[config.mk]
export PLATFORM = sky130hd
export DESIGN_NAME = feac_transmit_controller
export DESIGN_NICKNAME = d
export VERILOG_FILES = /design/src/logic/feac_tx_pkg.sv /design/src/logic/feac_transmit_controller.sv
export SDC_FILE = /design/constraint.sdc
export NUM_CORES = 1
export LEC_CHECK = 0
export BUFFER_PORTS_ARGS = -buffer_cell sky130_fd_sc_hd__buf_4
export CORE_ASPECT_RATIO = 0.9
export CORE_MARGIN = 2
export CORE_UTILIZATION = 59
export DETAILED_ROUTE_END_ITERATION = 8
export GPL_TIMING_DRIVEN = 0
export MAX_ROUTING_LAYER = met4
export PLACE_DENSITY = 0.8
export SYNTH_ARGS = -nofsm -noshare
export SYNTH_HDL_FRONTEND = slang
export SYNTH_SLANG_ARGS = --single-unit
export TNS_END_PERCENT = 1
[constraint.sdc]
create_clock -name sys_clk -period 6.4 [get_ports sys_clk]
set_input_delay 0.32 -clock sys_clk [delete_from_list [all_inputs] [get_ports sys_clk]]
set_output_delay 0.32 -clock sys_clk [all_outputs]
set_load 0.02 [all_outputs]
[src/logic/feac_tx_pkg.sv]
// constants, types and register map of the FEAC codeword transmitter
package feac_tx_pkg;

  // ---------------------------------------------------------------
  // register map: printed offsets kept as word indices
  // ---------------------------------------------------------------
  localparam int          PORT_COUNT        = 4;
  localparam logic [7:0]  TX_CONTROL_IDX    = 8'hc0;
  localparam logic [7:0]  TX_CODE_IDX       = 8'hc2;
  localparam logic [7:0]  TX_STATE_IDX      = 8'hc4;
  localparam logic [7:0]  TX_LATCHED_IDX    = 8'hc6;
  localparam logic [7:0]  TX_IRQ_EN_IDX     = 8'hc8;
  localparam logic [7:0]  TX_LAST_IDX       = 8'hce;
  localparam logic [3:0]  BLOCK_NIBBLE      = 4'hc;
  localparam int          IDX_LSB           = 2;

  // ---------------------------------------------------------------
  // field positions
  // ---------------------------------------------------------------
  localparam int          LOAD_BIT          = 2;
  localparam int          MODE_LSB          = 0;
  localparam int          FIRST_CODE_LSB    = 0;
  localparam int          SECOND_CODE_LSB   = 8;
  localparam int          IDLE_BIT          = 0;

  // ---------------------------------------------------------------
  // values after reset and write masks
  // ---------------------------------------------------------------
  localparam logic [15:0] CONTROL_RESET     = 16'h0800;
  localparam logic [15:0] CODE_RESET        = 16'h0000;
  localparam logic [15:0] IRQ_EN_RESET      = 16'h0000;
  localparam logic [15:0] CONTROL_MASK      = 16'h0807;
  localparam logic [15:0] CODE_MASK         = 16'h3f3f;
  localparam logic [15:0] IRQ_EN_MASK       = 16'h0001;
  localparam logic        LATCHED_RESET     = 1'b1;

  // ---------------------------------------------------------------
  // counts
  // ---------------------------------------------------------------
  localparam logic [3:0]  CODE_REPEATS      = 4'ha;
  localparam logic [3:0]  LAST_BIT_POS      = 4'hf;
  localparam logic [3:0]  FIRST_CODE_POS    = 4'h1;
  localparam logic [3:0]  LAST_CODE_POS     = 4'h6;
  localparam logic [3:0]  TRAIL_ZERO_POS    = 4'h7;

  // ---------------------------------------------------------------
  // modes and states
  // ---------------------------------------------------------------
  typedef enum logic [1:0] {
    MODE_IDLE   = 2'h0,
    MODE_SINGLE = 2'h1,
    MODE_DUAL   = 2'h2,
    MODE_CONT   = 2'h3
  } seq_mode_t;

  typedef enum logic [1:0] {
    ENG_IDLE   = 2'h0,
    ENG_CODE_A = 2'h1,
    ENG_CODE_B = 2'h3
  } eng_state_t;

  typedef struct packed {
    eng_state_t state;
    seq_mode_t  mode;
    logic [5:0] first_code;
    logic [5:0] second_code;
    logic [3:0] bit_pos;
    logic [3:0] rep_cnt;
  } eng_t;

  typedef struct packed {
    logic [15:0] tx_control_reg;
    logic [15:0] tx_code_reg;
    logic [15:0] tx_state_irq_enable_reg;
    logic        tx_idle_latched;
    logic        idle_prev;
  } port_regs_t;

  typedef struct packed {
    logic        psel;
    logic        penable;
    logic        pwrite;
    logic [31:0] paddr;
    logic [31:0] pwdata;
  } apb_req_t;

  typedef struct packed {
    logic [31:0] prdata;
    logic        pready;
    logic        pslverr;
  } apb_rsp_t;

endpackage : feac_tx_pkg

[src/logic/feac_transmit_controller.sv]
// four-port FEAC codeword transmitter with its APB register file
// How it works
// each port's five registers sit at C0h to C8h in steps of two under port nibble 0, 2, 4 or 6.
// a 0 to 1 write of the load bit copies mode and both codes into the engine; nothing else does.
// a load aborts the running sequence at once and starts over with the new values.
// mode 00 sends only all ones.
// mode 01 sends the first code ten times, then all ones.
// mode 10 sends the first code ten times, the second ten times, then all ones.
// mode 11 repeats the first code until the next load.
// the second code lives in bits 13 to 8, bit 8 sent first.
// the first code lives in bits 5 to 0, bit 0 sent first.
// status bit 0 reads 1 while all ones go out and 0 while a codeword does.
// latched bit 0 sets when the idle status rises.
// the latched idle bit is one straight out of reset.
// a codeword is zero, six code bits, zero, eight ones, one bit per framer opportunity.
// the latched idle bit clears only by writing a one to it.
//
// Register access over APB was decided locally.
`timescale 1ns/10ps
module feac_transmit_controller
  import feac_tx_pkg::*;
(
  input  wire logic                  sys_clk,
  input  wire logic                  reset_n,
  input  wire apb_req_t              apb_req,
  output apb_rsp_t                   apb_rsp,
  input  wire logic [PORT_COUNT-1:0] bit_opportunity,
  output logic [PORT_COUNT-1:0]      feac_bit
);

  // ---------------------------------------------------------------
  // reset release
  // ---------------------------------------------------------------
  logic       rst_meta_reg;
  logic       rst_n;

  always_ff @(posedge sys_clk or negedge reset_n) begin
    if (!reset_n) begin
      rst_meta_reg <= 1'b0;
      rst_n        <= 1'b0;
    end else begin
      rst_meta_reg <= 1'b1;
      rst_n        <= rst_meta_reg;
    end
  end

  // ---------------------------------------------------------------
  // address decode
  // ---------------------------------------------------------------
  typedef struct packed {
    logic       hit;
    logic       used;
    logic [1:0] port;
    logic [7:0] sel;
  } dec_t;

  function automatic dec_t decode(input logic [31:0] addr);
    dec_t       d;
    logic [11:0] idx;
    idx    = addr[IDX_LSB+11:IDX_LSB];
    d.port = idx[10:9];
    d.sel  = idx[7:0];
    d.hit  = (addr[31:IDX_LSB+12] == 18'h00000) && (addr[1:0] == 2'h0)
             && !idx[11] && !idx[8] && (idx[7:4] == BLOCK_NIBBLE) && !idx[0];
    d.used = d.hit && (idx[7:0] <= TX_IRQ_EN_IDX);
    return d;
  endfunction

  function automatic logic codeword_bit(input logic [5:0] code, input logic [3:0] pos);
    logic b;
    b = 1'b1;
    if (pos == 4'h0 || pos == TRAIL_ZERO_POS) begin
      b = 1'b0;
    end else if (pos >= FIRST_CODE_POS && pos <= LAST_CODE_POS) begin
      b = code[3'(pos - FIRST_CODE_POS)];
    end
    return b;
  endfunction

  dec_t       dec;
  logic       wr_access;
  assign dec       = decode(apb_req.paddr);
  assign wr_access = apb_req.psel && apb_req.penable && apb_req.pwrite;

  // ---------------------------------------------------------------
  // register file and engines
  // ---------------------------------------------------------------
  port_regs_t [PORT_COUNT-1:0] regs_reg;
  port_regs_t [PORT_COUNT-1:0] regs_next;
  eng_t       [PORT_COUNT-1:0] eng_reg;
  eng_t       [PORT_COUNT-1:0] eng_next;
  logic       [PORT_COUNT-1:0] bit_reg;
  logic       [PORT_COUNT-1:0] bit_next;
  logic       [PORT_COUNT-1:0] load;
  logic       [PORT_COUNT-1:0] idle;
  logic       [31:0]           prdata_reg;
  logic       [31:0]           prdata_next;
  logic                        pslverr_reg;
  logic                        pslverr_next;

  always_comb begin
    regs_next = regs_reg;
    eng_next  = eng_reg;
    bit_next  = bit_reg;
    for (int i = 0; i < PORT_COUNT; i++) begin
      idle[i] = (eng_reg[i].state == ENG_IDLE);
      load[i] = wr_access && dec.hit && (dec.port == 2'(i)) && (dec.sel == TX_CONTROL_IDX)
                && apb_req.pwdata[LOAD_BIT] && !regs_reg[i].tx_control_reg[LOAD_BIT];
      regs_next[i].idle_prev = idle[i];
      if (wr_access && dec.hit && dec.port == 2'(i)) begin
        unique case (dec.sel)
          TX_CONTROL_IDX: regs_next[i].tx_control_reg = apb_req.pwdata[15:0] & CONTROL_MASK;
          TX_CODE_IDX:    regs_next[i].tx_code_reg    = apb_req.pwdata[15:0] & CODE_MASK;
          TX_IRQ_EN_IDX:  regs_next[i].tx_state_irq_enable_reg =
                            apb_req.pwdata[15:0] & IRQ_EN_MASK;
          TX_LATCHED_IDX: begin
            if (apb_req.pwdata[IDLE_BIT]) begin
              regs_next[i].tx_idle_latched = 1'b0;
            end
          end
          default: ;
        endcase
      end
      // set wins over a clear in the same cycle
      if (idle[i] && !regs_reg[i].idle_prev) begin
        regs_next[i].tx_idle_latched = 1'b1;
      end
      // ---- serializer
      if (bit_opportunity[i]) begin
        unique case (eng_reg[i].state)
          ENG_IDLE:   bit_next[i] = 1'b1;
          ENG_CODE_A: bit_next[i] = codeword_bit(eng_reg[i].first_code, eng_reg[i].bit_pos);
          ENG_CODE_B: bit_next[i] = codeword_bit(eng_reg[i].second_code, eng_reg[i].bit_pos);
          default:    bit_next[i] = 1'b1;
        endcase
        if (eng_reg[i].state != ENG_IDLE) begin
          if (eng_reg[i].bit_pos == LAST_BIT_POS) begin
            eng_next[i].bit_pos = 4'h0;
            if (eng_reg[i].mode != MODE_CONT) begin
              if (eng_reg[i].rep_cnt == CODE_REPEATS - 4'h1) begin
                eng_next[i].rep_cnt = 4'h0;
                if (eng_reg[i].state == ENG_CODE_A && eng_reg[i].mode == MODE_DUAL) begin
                  eng_next[i].state = ENG_CODE_B;
                end else begin
                  eng_next[i].state = ENG_IDLE;
                end
              end else begin
                eng_next[i].rep_cnt = eng_reg[i].rep_cnt + 4'h1;
              end
            end
          end else begin
            eng_next[i].bit_pos = eng_reg[i].bit_pos + 4'h1;
          end
        end
      end
      // a load overrides any progress made this cycle
      if (load[i]) begin
        eng_next[i].mode        = seq_mode_t'(regs_reg[i].tx_control_reg[MODE_LSB +: 2]);
        eng_next[i].first_code  = regs_reg[i].tx_code_reg[FIRST_CODE_LSB +: 6];
        eng_next[i].second_code = regs_reg[i].tx_code_reg[SECOND_CODE_LSB +: 6];
        eng_next[i].bit_pos     = 4'h0;
        eng_next[i].rep_cnt     = 4'h0;
        eng_next[i].state       = (regs_reg[i].tx_control_reg[MODE_LSB +: 2] == MODE_IDLE)
                                  ? ENG_IDLE : ENG_CODE_A;
      end
    end
  end

  // ---------------------------------------------------------------
  // apb read path: data captured in setup, answered in access
  // ---------------------------------------------------------------
  always_comb begin
    prdata_next  = prdata_reg;
    pslverr_next = pslverr_reg;
    if (apb_req.psel && !apb_req.penable) begin
      prdata_next  = 32'h00000000;
      pslverr_next = !dec.hit;
      if (dec.used && !apb_req.pwrite) begin
        unique case (dec.sel)
          TX_CONTROL_IDX: prdata_next[15:0] = regs_reg[dec.port].tx_control_reg;
          TX_CODE_IDX:    prdata_next[15:0] = regs_reg[dec.port].tx_code_reg;
          TX_STATE_IDX:   prdata_next[IDLE_BIT] = idle[dec.port];
          TX_LATCHED_IDX: prdata_next[IDLE_BIT] = regs_reg[dec.port].tx_idle_latched;
          TX_IRQ_EN_IDX:  prdata_next[15:0] = regs_reg[dec.port].tx_state_irq_enable_reg;
          default: ;
        endcase
      end
    end
  end

  always_ff @(posedge sys_clk or negedge rst_n) begin
    if (!rst_n) begin
      for (int i = 0; i < PORT_COUNT; i++) begin
        regs_reg[i].tx_control_reg          <= CONTROL_RESET;
        regs_reg[i].tx_code_reg             <= CODE_RESET;
        regs_reg[i].tx_state_irq_enable_reg <= IRQ_EN_RESET;
        regs_reg[i].tx_idle_latched         <= LATCHED_RESET;
        regs_reg[i].idle_prev               <= 1'b1;
        eng_reg[i]                          <= '0;
      end
      bit_reg     <= '1;
      prdata_reg  <= 32'h00000000;
      pslverr_reg <= 1'b0;
    end else begin
      regs_reg    <= regs_next;
      eng_reg     <= eng_next;
      bit_reg     <= bit_next;
      prdata_reg  <= prdata_next;
      pslverr_reg <= pslverr_next;
    end
  end

  assign feac_bit        = bit_reg;
  assign apb_rsp.prdata  = prdata_reg;
  assign apb_rsp.pslverr = pslverr_reg && apb_req.psel && apb_req.penable;
  // zero wait states keep the master's access phase to one cycle
  assign apb_rsp.pready  = apb_req.psel && apb_req.penable;

  // ---------------------------------------------------------------
  // checks
  // ---------------------------------------------------------------
  for (genvar g = 0; g < PORT_COUNT; g++) begin : g_chk

    // helper: a one written to this port's latched idle bit
    logic clear_hit;
    assign clear_hit = wr_access && dec.hit && (dec.port == 2'(g))
                       && (dec.sel == TX_LATCHED_IDX) && apb_req.pwdata[IDLE_BIT];

  end
endmodule // feac_transmit_controller

[After elaboration in Yosys (flattened, before gate mapping)]
Cells that the tools add are included.
Operators by class
  $add $sub $neg: 12
  magnitude comparators: 14
  eq/ne operators: 37
  multiplexer cells: 109
  reduce and logical (&&, ||, !) cells: 138
Operators with widths (count)
  binary-select mux 50 bit (select 2 bit): 1
  two-way mux 24 bit: 4
  nonzero test 2 bit: 36
  two-way mux 4 bit: 16
  two-way mux 8 bit: 8
  two-way mux 50 bit: 1
  two-way mux 2 bit: 24
  case mux 15 bit (3 select lines): 1
  logical AND 1 bit: 41
  equality test 8 bit (second input constant): 5
  two-way mux 1 bit: 39
  equality test 4 bit (second input constant): 9
  adder 4 x 1 -> 4 bit (second input constant): 8
  AND reduction 2 bit: 16
  binary-select mux 1 bit (select 3 bit): 8
  equality test 2 bit (second input constant): 10
  zero test 2 bit: 10
  AND reduction 5 bit: 4
  zero test 18 bit: 1
  equality test 4 x 3 -> 1 bit (second input constant): 4
  >= comparator 4 x 1 -> 1 bit (second input constant): 4
  <= comparator 4 x 3 -> 1 bit (second input constant): 4
  zero test 4 bit: 4
  < comparator 3 x 4 -> 1 bit (second input constant): 4
  other kinds (13): 48
Word-level totals
  bits in registers: 195
  input bits: 73
  output and inout port bits: 38

[Longest topological paths before layout]
Gate-level depths: netlist of the first run.
  word-level depth: 13
  mapped depth: 8

[Worst setup path before layout of the first run]
Ideal clock, no wire load.
  path type: input-to-reg
  from: in apb_req[39] (netlist bit)
  to: reg eng_reg[33] (netlist bit)
  arrival time: 2507 ps
  slack: 3769 ps
  stages: 7
  path through: or4_1 > or2_1 > or4_1 > buf_2 > nor4_4 > buf_6 > mux2_2
On the way
  cells in the longest elaborated chain, start to end: 8
Ends and longest elaborated chain
  start: declaration: RTL line feac_transmit_controller.sv:25  | input wire apb_req_t apb_req,
  equality test 4 bit: RTL line feac_transmit_controller.sv:64  | && !idx[11] && !idx[8] && (idx[7:4] == BLOCK_NIBBLE) && !idx[0];
  logical AND 1 bit (2 in a row): RTL line feac_transmit_controller.sv:64
  logical AND 1 bit (2 in a row)
  logical AND 1 bit (*): RTL line feac_transmit_controller.sv:107  | load[i] = wr_access && dec.hit && (dec.port == 2'(i)) && (dec.sel == TX_CONTROL_IDX)
  logical AND 1 bit (*) (2 in a row): RTL line feac_transmit_controller.sv:108  | && apb_req.pwdata[LOAD_BIT] && !regs_reg[i].tx_control_reg[LOAD_BIT];
  end signal: assignment: RTL line feac_transmit_controller.sv:206  | eng_reg <= eng_next;
  end: declaration: RTL line feac_transmit_controller.sv:90  | eng_t [PORT_COUNT-1:0] eng_reg;
Mark *: on every way between the ends. The rest lies on a longest branch, timed or not.
A chain may end at the register's enable or synchronous reset.

[Worst setup path in the final report of the first run]
  from: in apb_req[39] (netlist bit)
  to: reg eng_reg[68] (netlist bit)
The elaborated chain is that of the path after synthesis.

==> results of run 1 <==
logic make-up (layout without fill, tap and decap cells):
group | count (synthesis) | count (layout)
simple gates | 205 | 205
other cells | 2 | 21
compound gates | 105 | 105
fa+ha+maj | 28 | 28
mux | 174 | 174
xor+xnor | 9 | 9
flops | 191 | 191
buf+inv | 88 | 194
power by group through the flow:
stage / sequential, mW / clock [mW] / combinational (mW)
after floorplan: 1.25 / 0 / 0.0433
after global placement: 1.26 / 0 / 0.0887
after detailed placement: 1.24 / 0 / 0.118
after CTS: 1.21 / 1.10 / 0.119
after global routing: 1.21 / 1.16 / 0.129
final: 1.21 / 1.09 / 0.118
metal layers:
metal / track usage [%] / share of wire [%]
met5: - / 0
met4: 8.97 / 2.3
met3: 7.64 / 7.3
met2: 38.2 / 46
met1: 36.3 / 45
area by class of cell:
type	instances	area [um2]	share of cell area (%)
timing repair buffer	74	618	5.47
multi-input combinational	542	4570	40.5
clock inverter	12	156	1.38
tap	207	259	2.29
clock buffer	20	447	3.96
sequential	191	4800	42.5
buffer	55	314	2.78
inverter	33	124	1.10
cells in the final DEF (no fill, tap or decap), types with 4 or more instances in the layout:
| cell | n |
|---|---|
| a32oi_1 | 4 |
| o21ai_0 | 27 |
| clkbuf_16 | 17 |
| or2_2 | 8 |
| a31oi_1 | 4 |
| clkinvlp_4 | 4 |
| nand2b_1 | 8 |
| mux2_2 | 133 |
| mux2i_1 | 14 |
| nand3_1 | 11 |
| and2_1 | 12 |
| xor2_1 | 8 |
| nor2_1 | 46 |
| buf_2 | 8 |
| nor3b_1 | 4 |
| inv_1 | 33 |
| nand3b_1 | 4 |
| clkbuf_1 | 19 |
| nand2_1 | 42 |
| buf_4 | 94 |
| and3b_1 | 4 |
| o2bb2ai_1 | 4 |
| a311oi_1 | 6 |
| mux4_2 | 27 |
| a21oi_1 | 32 |
| nand4_1 | 11 |
| and3_1 | 5 |
| or4_1 | 10 |
| buf_1 | 5 |
| or3_1 | 5 |
| ha_1 | 28 |
| dfrtp_1 | 174 |
| a32o_1 | 9 |
| nor3_1 | 16 |
| nor4_1 | 8 |
| conb_1 | 21 |
| dfstp_2 | 16 |
worst max-delay path: cells and delay by family:
family | cells | cell delay (ns)
buffers and inverters | 2 | 0.43
muxes | 1 | 0.36
and+or+nand+nor | 4 | 2.02
stage by stage:
step	power, mW	util, %	hold WS (ns)	instances	instance area, um2
after detailed placement	1.35	66.2	0.104	1101	10700
after global routing	2.50	70.0	0.0366	1134	11300
final	2.42	70.0	0.0474	1134	11300
after floorplan	1.30	-	0.0244	821	9810
after CTS	2.44	70.0	0.0290	1134	11300
after global placement	1.35	65.7	0.102	1098	10600
worst max path at each step:
| stage | start | to | slack [ns] | cells past startpoint |
|---|---|---|---|---|
| 2_1_floorplan | rst_n | eng_reg[0] | 0.71 | 0 |
| 3_3_place_gp | rst_n | eng_reg[79] | -1.39 | 0 |
| 6_report | apb_req[39] | eng_reg[68] | 3.59 | 7 |
| 4_1_cts | apb_req[39] | eng_reg[68] | 3.59 | 7 |
| 3_5_place_dp | apb_req[39] | eng_reg[68] | 3.14 | 7 |
| 5_1_grt | apb_req[39] | eng_reg[67] | 3.43 | 7 |
repair_timing:
item	CTS	global route
hold endpoints to repair	2	0
hold buffers	1	0
buffers inserted	0	0
==> results.sh, run 1 <==
export IMPL_regToRegEndpoint="feac_bit[2]"
export IMPL_synth_cell_types=54
export IMPL_muxShareOfSynthArea_pct=23.1
export IMPL_nets=1015
export IMPL_synth_top_area_share_pct=45.0
export IMPL_synth_edff_count=0
export IMPL_ir_drop_mv=0.181
export IMPL_dp_slack_ns=3.14
export IMPL_cts_resized=0
export IMPL_port_buffers=70
export IMPL_tightest_slew_ns=0.924
export IMPL_cts_buffers=17
export IMPL_report_final_slew_viol_count=0
export IMPL_fin_ws_ns=3.59
export IMPL_switchingPower_mw=0.535
export IMPL_synth_seq_cells=191
export IMPL_n_antenna_cell=0
export IMPL_overflow=0
export IMPL_cp_end_kind="flop"
export IMPL_seqPwrFrac_pct=50.1
export IMPL_min_path_cells=2
export IMPL_max_slew_margin_pct=38.4
export IMPL_die_x_um=139
export IMPL_drive_gt1_share_pct=35.3
export IMPL_power_density_nw_per_um2=214
export IMPL_area_delta_synth_final_pct=16.0
export IMPL_std_cell_rows=44
export IMPL_status="complete, no violations"
export IMPL_clk_pin_slew_ns=0.07
export IMPL_yosys_area_share_simple_pct=11.6
export IMPL_cts_buffer_depth=2
export IMPL_core_area_um2=16100
export IMPL_routedWlPerCell_um=18.9
export IMPL_start_util_pct=60.4
export IMPL_die_area_um2=17600
export IMPL_largest_register_ffs=96
export IMPL_grt_pass1_vias=6745
export IMPL_finalSetupViolations=0
export IMPL_first_pass_iters=5
export IMPL_nFillCells=1174
export IMPL_vias_per_cell=5.95
export IMPL_synth_fa_ha_area_share_pct=3.60
export IMPL_hpwl_um=15700
export IMPL_grt_pass1_wl_um=35300
export IMPL_yosysWarnings=0
export IMPL_wl_um=21400
export IMPL_setup_worst_path_class="in -> reg"
export IMPL_r2r_setup_slack_ns=4.17
export IMPL_cpMostUsedCell="buf_4"
export IMPL_cp_arrival_ns=3.13
export IMPL_hold_path_class="in -> reg"
export IMPL_p_clk_share_pct=45.0
export IMPL_ant_nets=0
export IMPL_cp_slowest_stage_delay_ns=0.70
export IMPL_rr_startpoint="eng_reg[52]"
export IMPL_max_freq_mhz=356
export IMPL_cts_tree="built"
export IMPL_synth_compound_area_share_pct=7.09
export IMPL_async_flop_share_pct=100
export IMPL_die_h_um=126
export IMPL_critical_path_required_ns=6.72
export IMPL_tns_ns=0
export IMPL_drc=0
export IMPL_drtIter0Drc=475
export IMPL_worstSetupStartpointType="input pin"
export IMPL_critPathSlowestCell="nor3b_2"
export IMPL_grt_max_degree=69
export IMPL_path_max_fanout=10
export IMPL_rsz0062_at_grt="false"
export IMPL_timing_critical_path_cells="buf_4 -> or4_1 -> nor4_1 -> nor4b_2 -> nor3b_2 -> buf_4 -> mux2_2"
export IMPL_synth_xor_area_share_pct=0.809
export IMPL_insertion_delay_ns=0.44
export IMPL_drv_cap=0
export IMPL_power_internal_mw=1.89
export IMPL_gp_congestion=0.843
export IMPL_worstHoldStart="bit_opportunity[2]"
export IMPL_min_period_over_period_pct=43.9
export IMPL_vias=6750
export IMPL_yosys_area_top_type="dfrtp_1"
export IMPL_syn_cell_area_um2=9740
export IMPL_p_sw_share_pct=22.1
export IMPL_yosysMostFrequentCell="dfrtp_1"
export IMPL_htreeDepth=4
export IMPL_r2r_cells=8
export IMPL_syn_inst=802
export IMPL_p_comb_share_pct=4.9
export IMPL_min_to="feac_bit[2]"
export IMPL_period_minus_slack_ns=2.81
export IMPL_cts_root_buf="clkbuf_16"
export IMPL_grt_use_total_pct=26.5
export IMPL_antenna_found_initial=0
export IMPL_final_hold_viol_count=0
export IMPL_synth_avg_cell_area_um2=12.1
export IMPL_synthTopCellsByCount="dfrtp_1 (175), mux2_2 (133), nor2_1 (46), nand2_1 (42), inv_1 (33)"
export IMPL_numClockSinks=191
export IMPL_finClkSkew_ns=0.00819
export IMPL_synth_top_family_by_area="multiplexers"
export IMPL_ys_top_cells_by_area="dfrtp_1 (45%), mux2_2 (15%), mux4_2 (6.2%)"
export IMPL_synth_seq_area_share_pct=49.3
export IMPL_p_leak_nw=5.30
export IMPL_io_pin_count=111
export IMPL_ys_flop_type="dfrtp_1"
(Power assumes the default switching activity.)
==> run 2: changes to the inputs <==
--- a/config.mk
+++ b/config.mk
@@ -5,14 +5,15 @@
 export SDC_FILE = /design/constraint.sdc
 export NUM_CORES = 1
 export LEC_CHECK = 0
+export ABC_AREA = 1
 export BUFFER_PORTS_ARGS = -buffer_cell sky130_fd_sc_hd__buf_4
 export CORE_ASPECT_RATIO = 0.9
 export CORE_MARGIN = 2
-export CORE_UTILIZATION = 59
+export CORE_UTILIZATION = 53
 export DETAILED_ROUTE_END_ITERATION = 8
 export GPL_TIMING_DRIVEN = 0
 export MAX_ROUTING_LAYER = met4
-export PLACE_DENSITY = 0.8
+export PLACE_DENSITY = 0.76
 export SYNTH_ARGS = -nofsm -noshare
 export SYNTH_HDL_FRONTEND = slang
 export SYNTH_SLANG_ARGS = --single-unit
==> constraint.sdc (replaced) <==
create_clock -name sys_clk -period 2.36 [get_ports sys_clk]
set_input_delay 0.118 -clock sys_clk [delete_from_list [all_inputs] [get_ports sys_clk]]
set_output_delay 0.118 -clock sys_clk [all_outputs]
set_load 0.02 [all_outputs]
==> results.sh, run 2 <==
export IMPL_status="complete, no violations"
export IMPL_worstHoldStart="apb_req[10]"
export IMPL_cts_tree="built"
export IMPL_clk_pin_slew_ns=0.07
export IMPL_drc=0
export IMPL_synth_top_area_share_pct=44.8
export IMPL_synth_top_family_by_area="simple AND/OR/NAND/NOR gates"
export IMPL_period_minus_slack_ns=2.13
export IMPL_grt_use_total_pct=26.6
export IMPL_cts_buffers=17
export IMPL_nets=1370
export IMPL_drive_gt1_share_pct=15.8
export IMPL_setup_worst_path_class="reg -> reg"
export IMPL_ys_top_cells_by_area="dfrtp_1 (45%), nand2_1 (11%), o21ai_0 (7.0%)"
export IMPL_insertion_delay_ns=0.44
export IMPL_muxShareOfSynthArea_pct=1.27
export IMPL_start_util_pct=53.6
export IMPL_min_period_over_period_pct=90.5
export IMPL_layout_common_cells="nand2_1 (292), dfrtp_1 (171), o21ai_0 (137)"
export IMPL_area_delta_synth_final_pct=17.0
export IMPL_syn_cell_area_um2=9770
export IMPL_fin_ws_ns=0.225
export IMPL_placed_area_um2=10700
export IMPL_rsz0062_at_grt="false"
export IMPL_top_usage_layer="met2"
export IMPL_stdcell_area_um2=11400
export IMPL_grt_pass1_vias=7894
export IMPL_ant_nets=0
export IMPL_first_pass_iters=5
export IMPL_grt_pass1_wl_um=39800
export IMPL_numClockSinks=191
export IMPL_vias_per_cell=5.40
export IMPL_ir_drop_mv=0.488
export IMPL_yosys_area_top_type="dfrtp_1"
export IMPL_synthTopCellsByCount="nand2_1 (292), dfrtp_1 (175), o21ai_0 (137), inv_1 (125), nor2_1 (71)"
export IMPL_vias=8253
export IMPL_synth_compound_area_share_pct=14.1
export IMPL_cp_arrival_ns=2.49
export IMPL_port_buffers=68
export IMPL_async_flop_share_pct=100
export IMPL_yosys_area_share_simple_pct=22.0
export IMPL_cts_root_buf="clkbuf_16"
export IMPL_dp_slack_ns=-0.0739
export IMPL_crit_start="eng_reg[76]"
export IMPL_die_area_um2=19500
export IMPL_max_freq_mhz=468
export IMPL_report_final_slew_viol_count=0
export IMPL_rr_startpoint="eng_reg[76]"
export IMPL_max_slew_margin_pct=41.2
export IMPL_grt_use_met2_pct=41.7
export IMPL_p_clk_share_pct=38.5
export IMPL_die_h_um=133
export IMPL_antenna_found_initial=0
export IMPL_synth_fa_ha_area_share_pct=3.59
export IMPL_path_max_fanout=11
export IMPL_cp_end_kind="flop"
export IMPL_core_area_um2=18200
export IMPL_power_density_nw_per_um2=680
export IMPL_tightest_slew_ns=0.874
export IMPL_finClkSkew_ns=0.0104
export IMPL_switchingPower_mw=2.24
export IMPL_die_x_um=147
export IMPL_hold_path_class="in -> reg"
export IMPL_drtIter0Drc=708
export IMPL_synth_seq_cells=191
export IMPL_synth_seq_area_share_pct=49.1
export IMPL_layout_commonest_cell="nand2_1"
export IMPL_synth_avg_cell_area_um2=8.45
export IMPL_synth_xor_area_share_pct=1.52
export IMPL_largest_register_ffs=96
export IMPL_htreeDepth=4
export IMPL_routedWlPerCell_um=15.9
export IMPL_syn_inst=1156
export IMPL_io_pin_count=111
export IMPL_yosysWarnings=0
export IMPL_n_antenna_cell=0
export IMPL_p_comb_share_pct=15.7
export IMPL_grt_max_degree=59
export IMPL_finalSetupViolations=0
export IMPL_drv_cap=0
export IMPL_wl_um=24300
export IMPL_p_sw_share_pct=28.9
export IMPL_std_cell_rows=47
export IMPL_ys_flop_type="dfrtp_1"
export IMPL_gp_congestion=0.928
export IMPL_grtUsageMet1_pct=35.7
export IMPL_worstSetupStartpointType="flop"
export IMPL_final_hold_viol_count=0
export IMPL_p_leak_nw=5.43
export IMPL_critical_path_required_ns=2.72
export IMPL_cts_buffer_depth=2
export IMPL_yosysMostFrequentCell="nand2_1"
export IMPL_hpwl_um=18000
export IMPL_power_internal_mw=5.53
export IMPL_synth_cell_types=52
export IMPL_synth_edff_count=0
export IMPL_grtUsageMet3_pct=4.72
export IMPL_overflow=0
export IMPL_seqPwrFrac_pct=45.8
-- run 2: cell types whose count changed in the layout (fill, tap and decap cells not counted), moves of 15 or more --
cell     previous run  this run
inv_1              33       125
mux2_2            133         3
mux4_2             27         0
nand2_1            42       292
nand3_1            11        48
nor2_1             46        71
o21ai_0            27       137
o21ai_1             0        24
o22ai_1             0        15
-- run 2: cells by family (layout without fill, tap and decap cells) --
kind of cell,count (synthesis),after routing
AO/OA/AOI/OAI,244,244
XOR/XNOR,17,17
adder cells (fa/ha/maj),28,28
buffers and inverters,187,294
flip-flops,191,191
multiplexers,9,9
other,2,21
AND/OR/NAND/NOR,478,478
-- run 2: layout make-up --
cell class                      count  area, um2
Buffer                             51        295
Clock buffer                       18        439
Clock inverter                     14        174
Fill cell                        1549       6800
Inverter                          132        504
Multi-Input combinational cell    797       4230
Sequential cell                   191       4810
Tap cell                          245        307
Timing Repair Buffer               79        673
-- run 2: stage by stage --
step	hold slack, ns	total power [mW]	setup TNS, ns	cells	utilization (%)
floorplan	-0.178	4.46	0	1175	-
global placement	-0.100	4.77	-43.48	1488	58.5
detailed placement	-0.0988	4.82	-0.141	1491	58.9
CTS	0.0257	7.80	0	1531	62.7
global route	0.0259	8.13	0	1527	62.7
finish	0.0412	7.77	0	1527	62.7
-- run 2: worst paths after layout --
| kind | end | slack (ns) | cells past startpoint |
|---|---|---|---|
| setup / recovery | feac_bit[3] | 0.23 | 10 |
| hold / removal | regs_reg[28] | 0.04 | 3 |
| setup reg to reg | feac_bit[3] | 0.23 | 10 |
| hold reg to reg | eng_reg[1] | 0.32 | 0 |
| max in group asynchronous | feac_bit[2] | 0.74 | 3 |
| min in group asynchronous | eng_reg[1] | 0.32 | 0 |
-- run 2: power by group through the flow --
stage / sequential [mW] / clock, mW / combinational (mW)
2_1_floorplan: 3.63 / 0 / 0.825
3_3_place_gp: 3.64 / 0 / 1.12
3_5_place_dp: 3.60 / 0 / 1.22
4_1_cts: 3.54 / 3.02 / 1.24
5_1_grt: 3.59 / 3.15 / 1.39
6_report: 3.56 / 2.99 / 1.22
-- run 2: per-layer routing --
metal	part of all wire, %	up-vias	wire, um
met4	2.2	0	529
met1	44	3948	10700
met3	6.3	43	1540
li1	-	3994	-
met5	0	-	0
met2	47	268	11500
-- run 2: critical path, cell delays in order (launching register included) --
cell and delay, ns:
dfrtp_1 0.54, clkinv_2 0.22, ha_1 0.41, inv_1 0.10
nor2_1 0.05, o21ai_0 0.07, a21oi_1 0.09, o31ai_1 0.33
nand2_1 0.09, nand3_1 0.07, o21ai_0 0.09
-- run 2: what timing repair did --
action / in CTS / in global routing
buffers inserted: 0 / 0
endpoints found under the setup margin: 3 / 4
resized for setup: 3 / 4
endpoints found under the hold margin: 10 / 0
hold buffers: 8 / 0
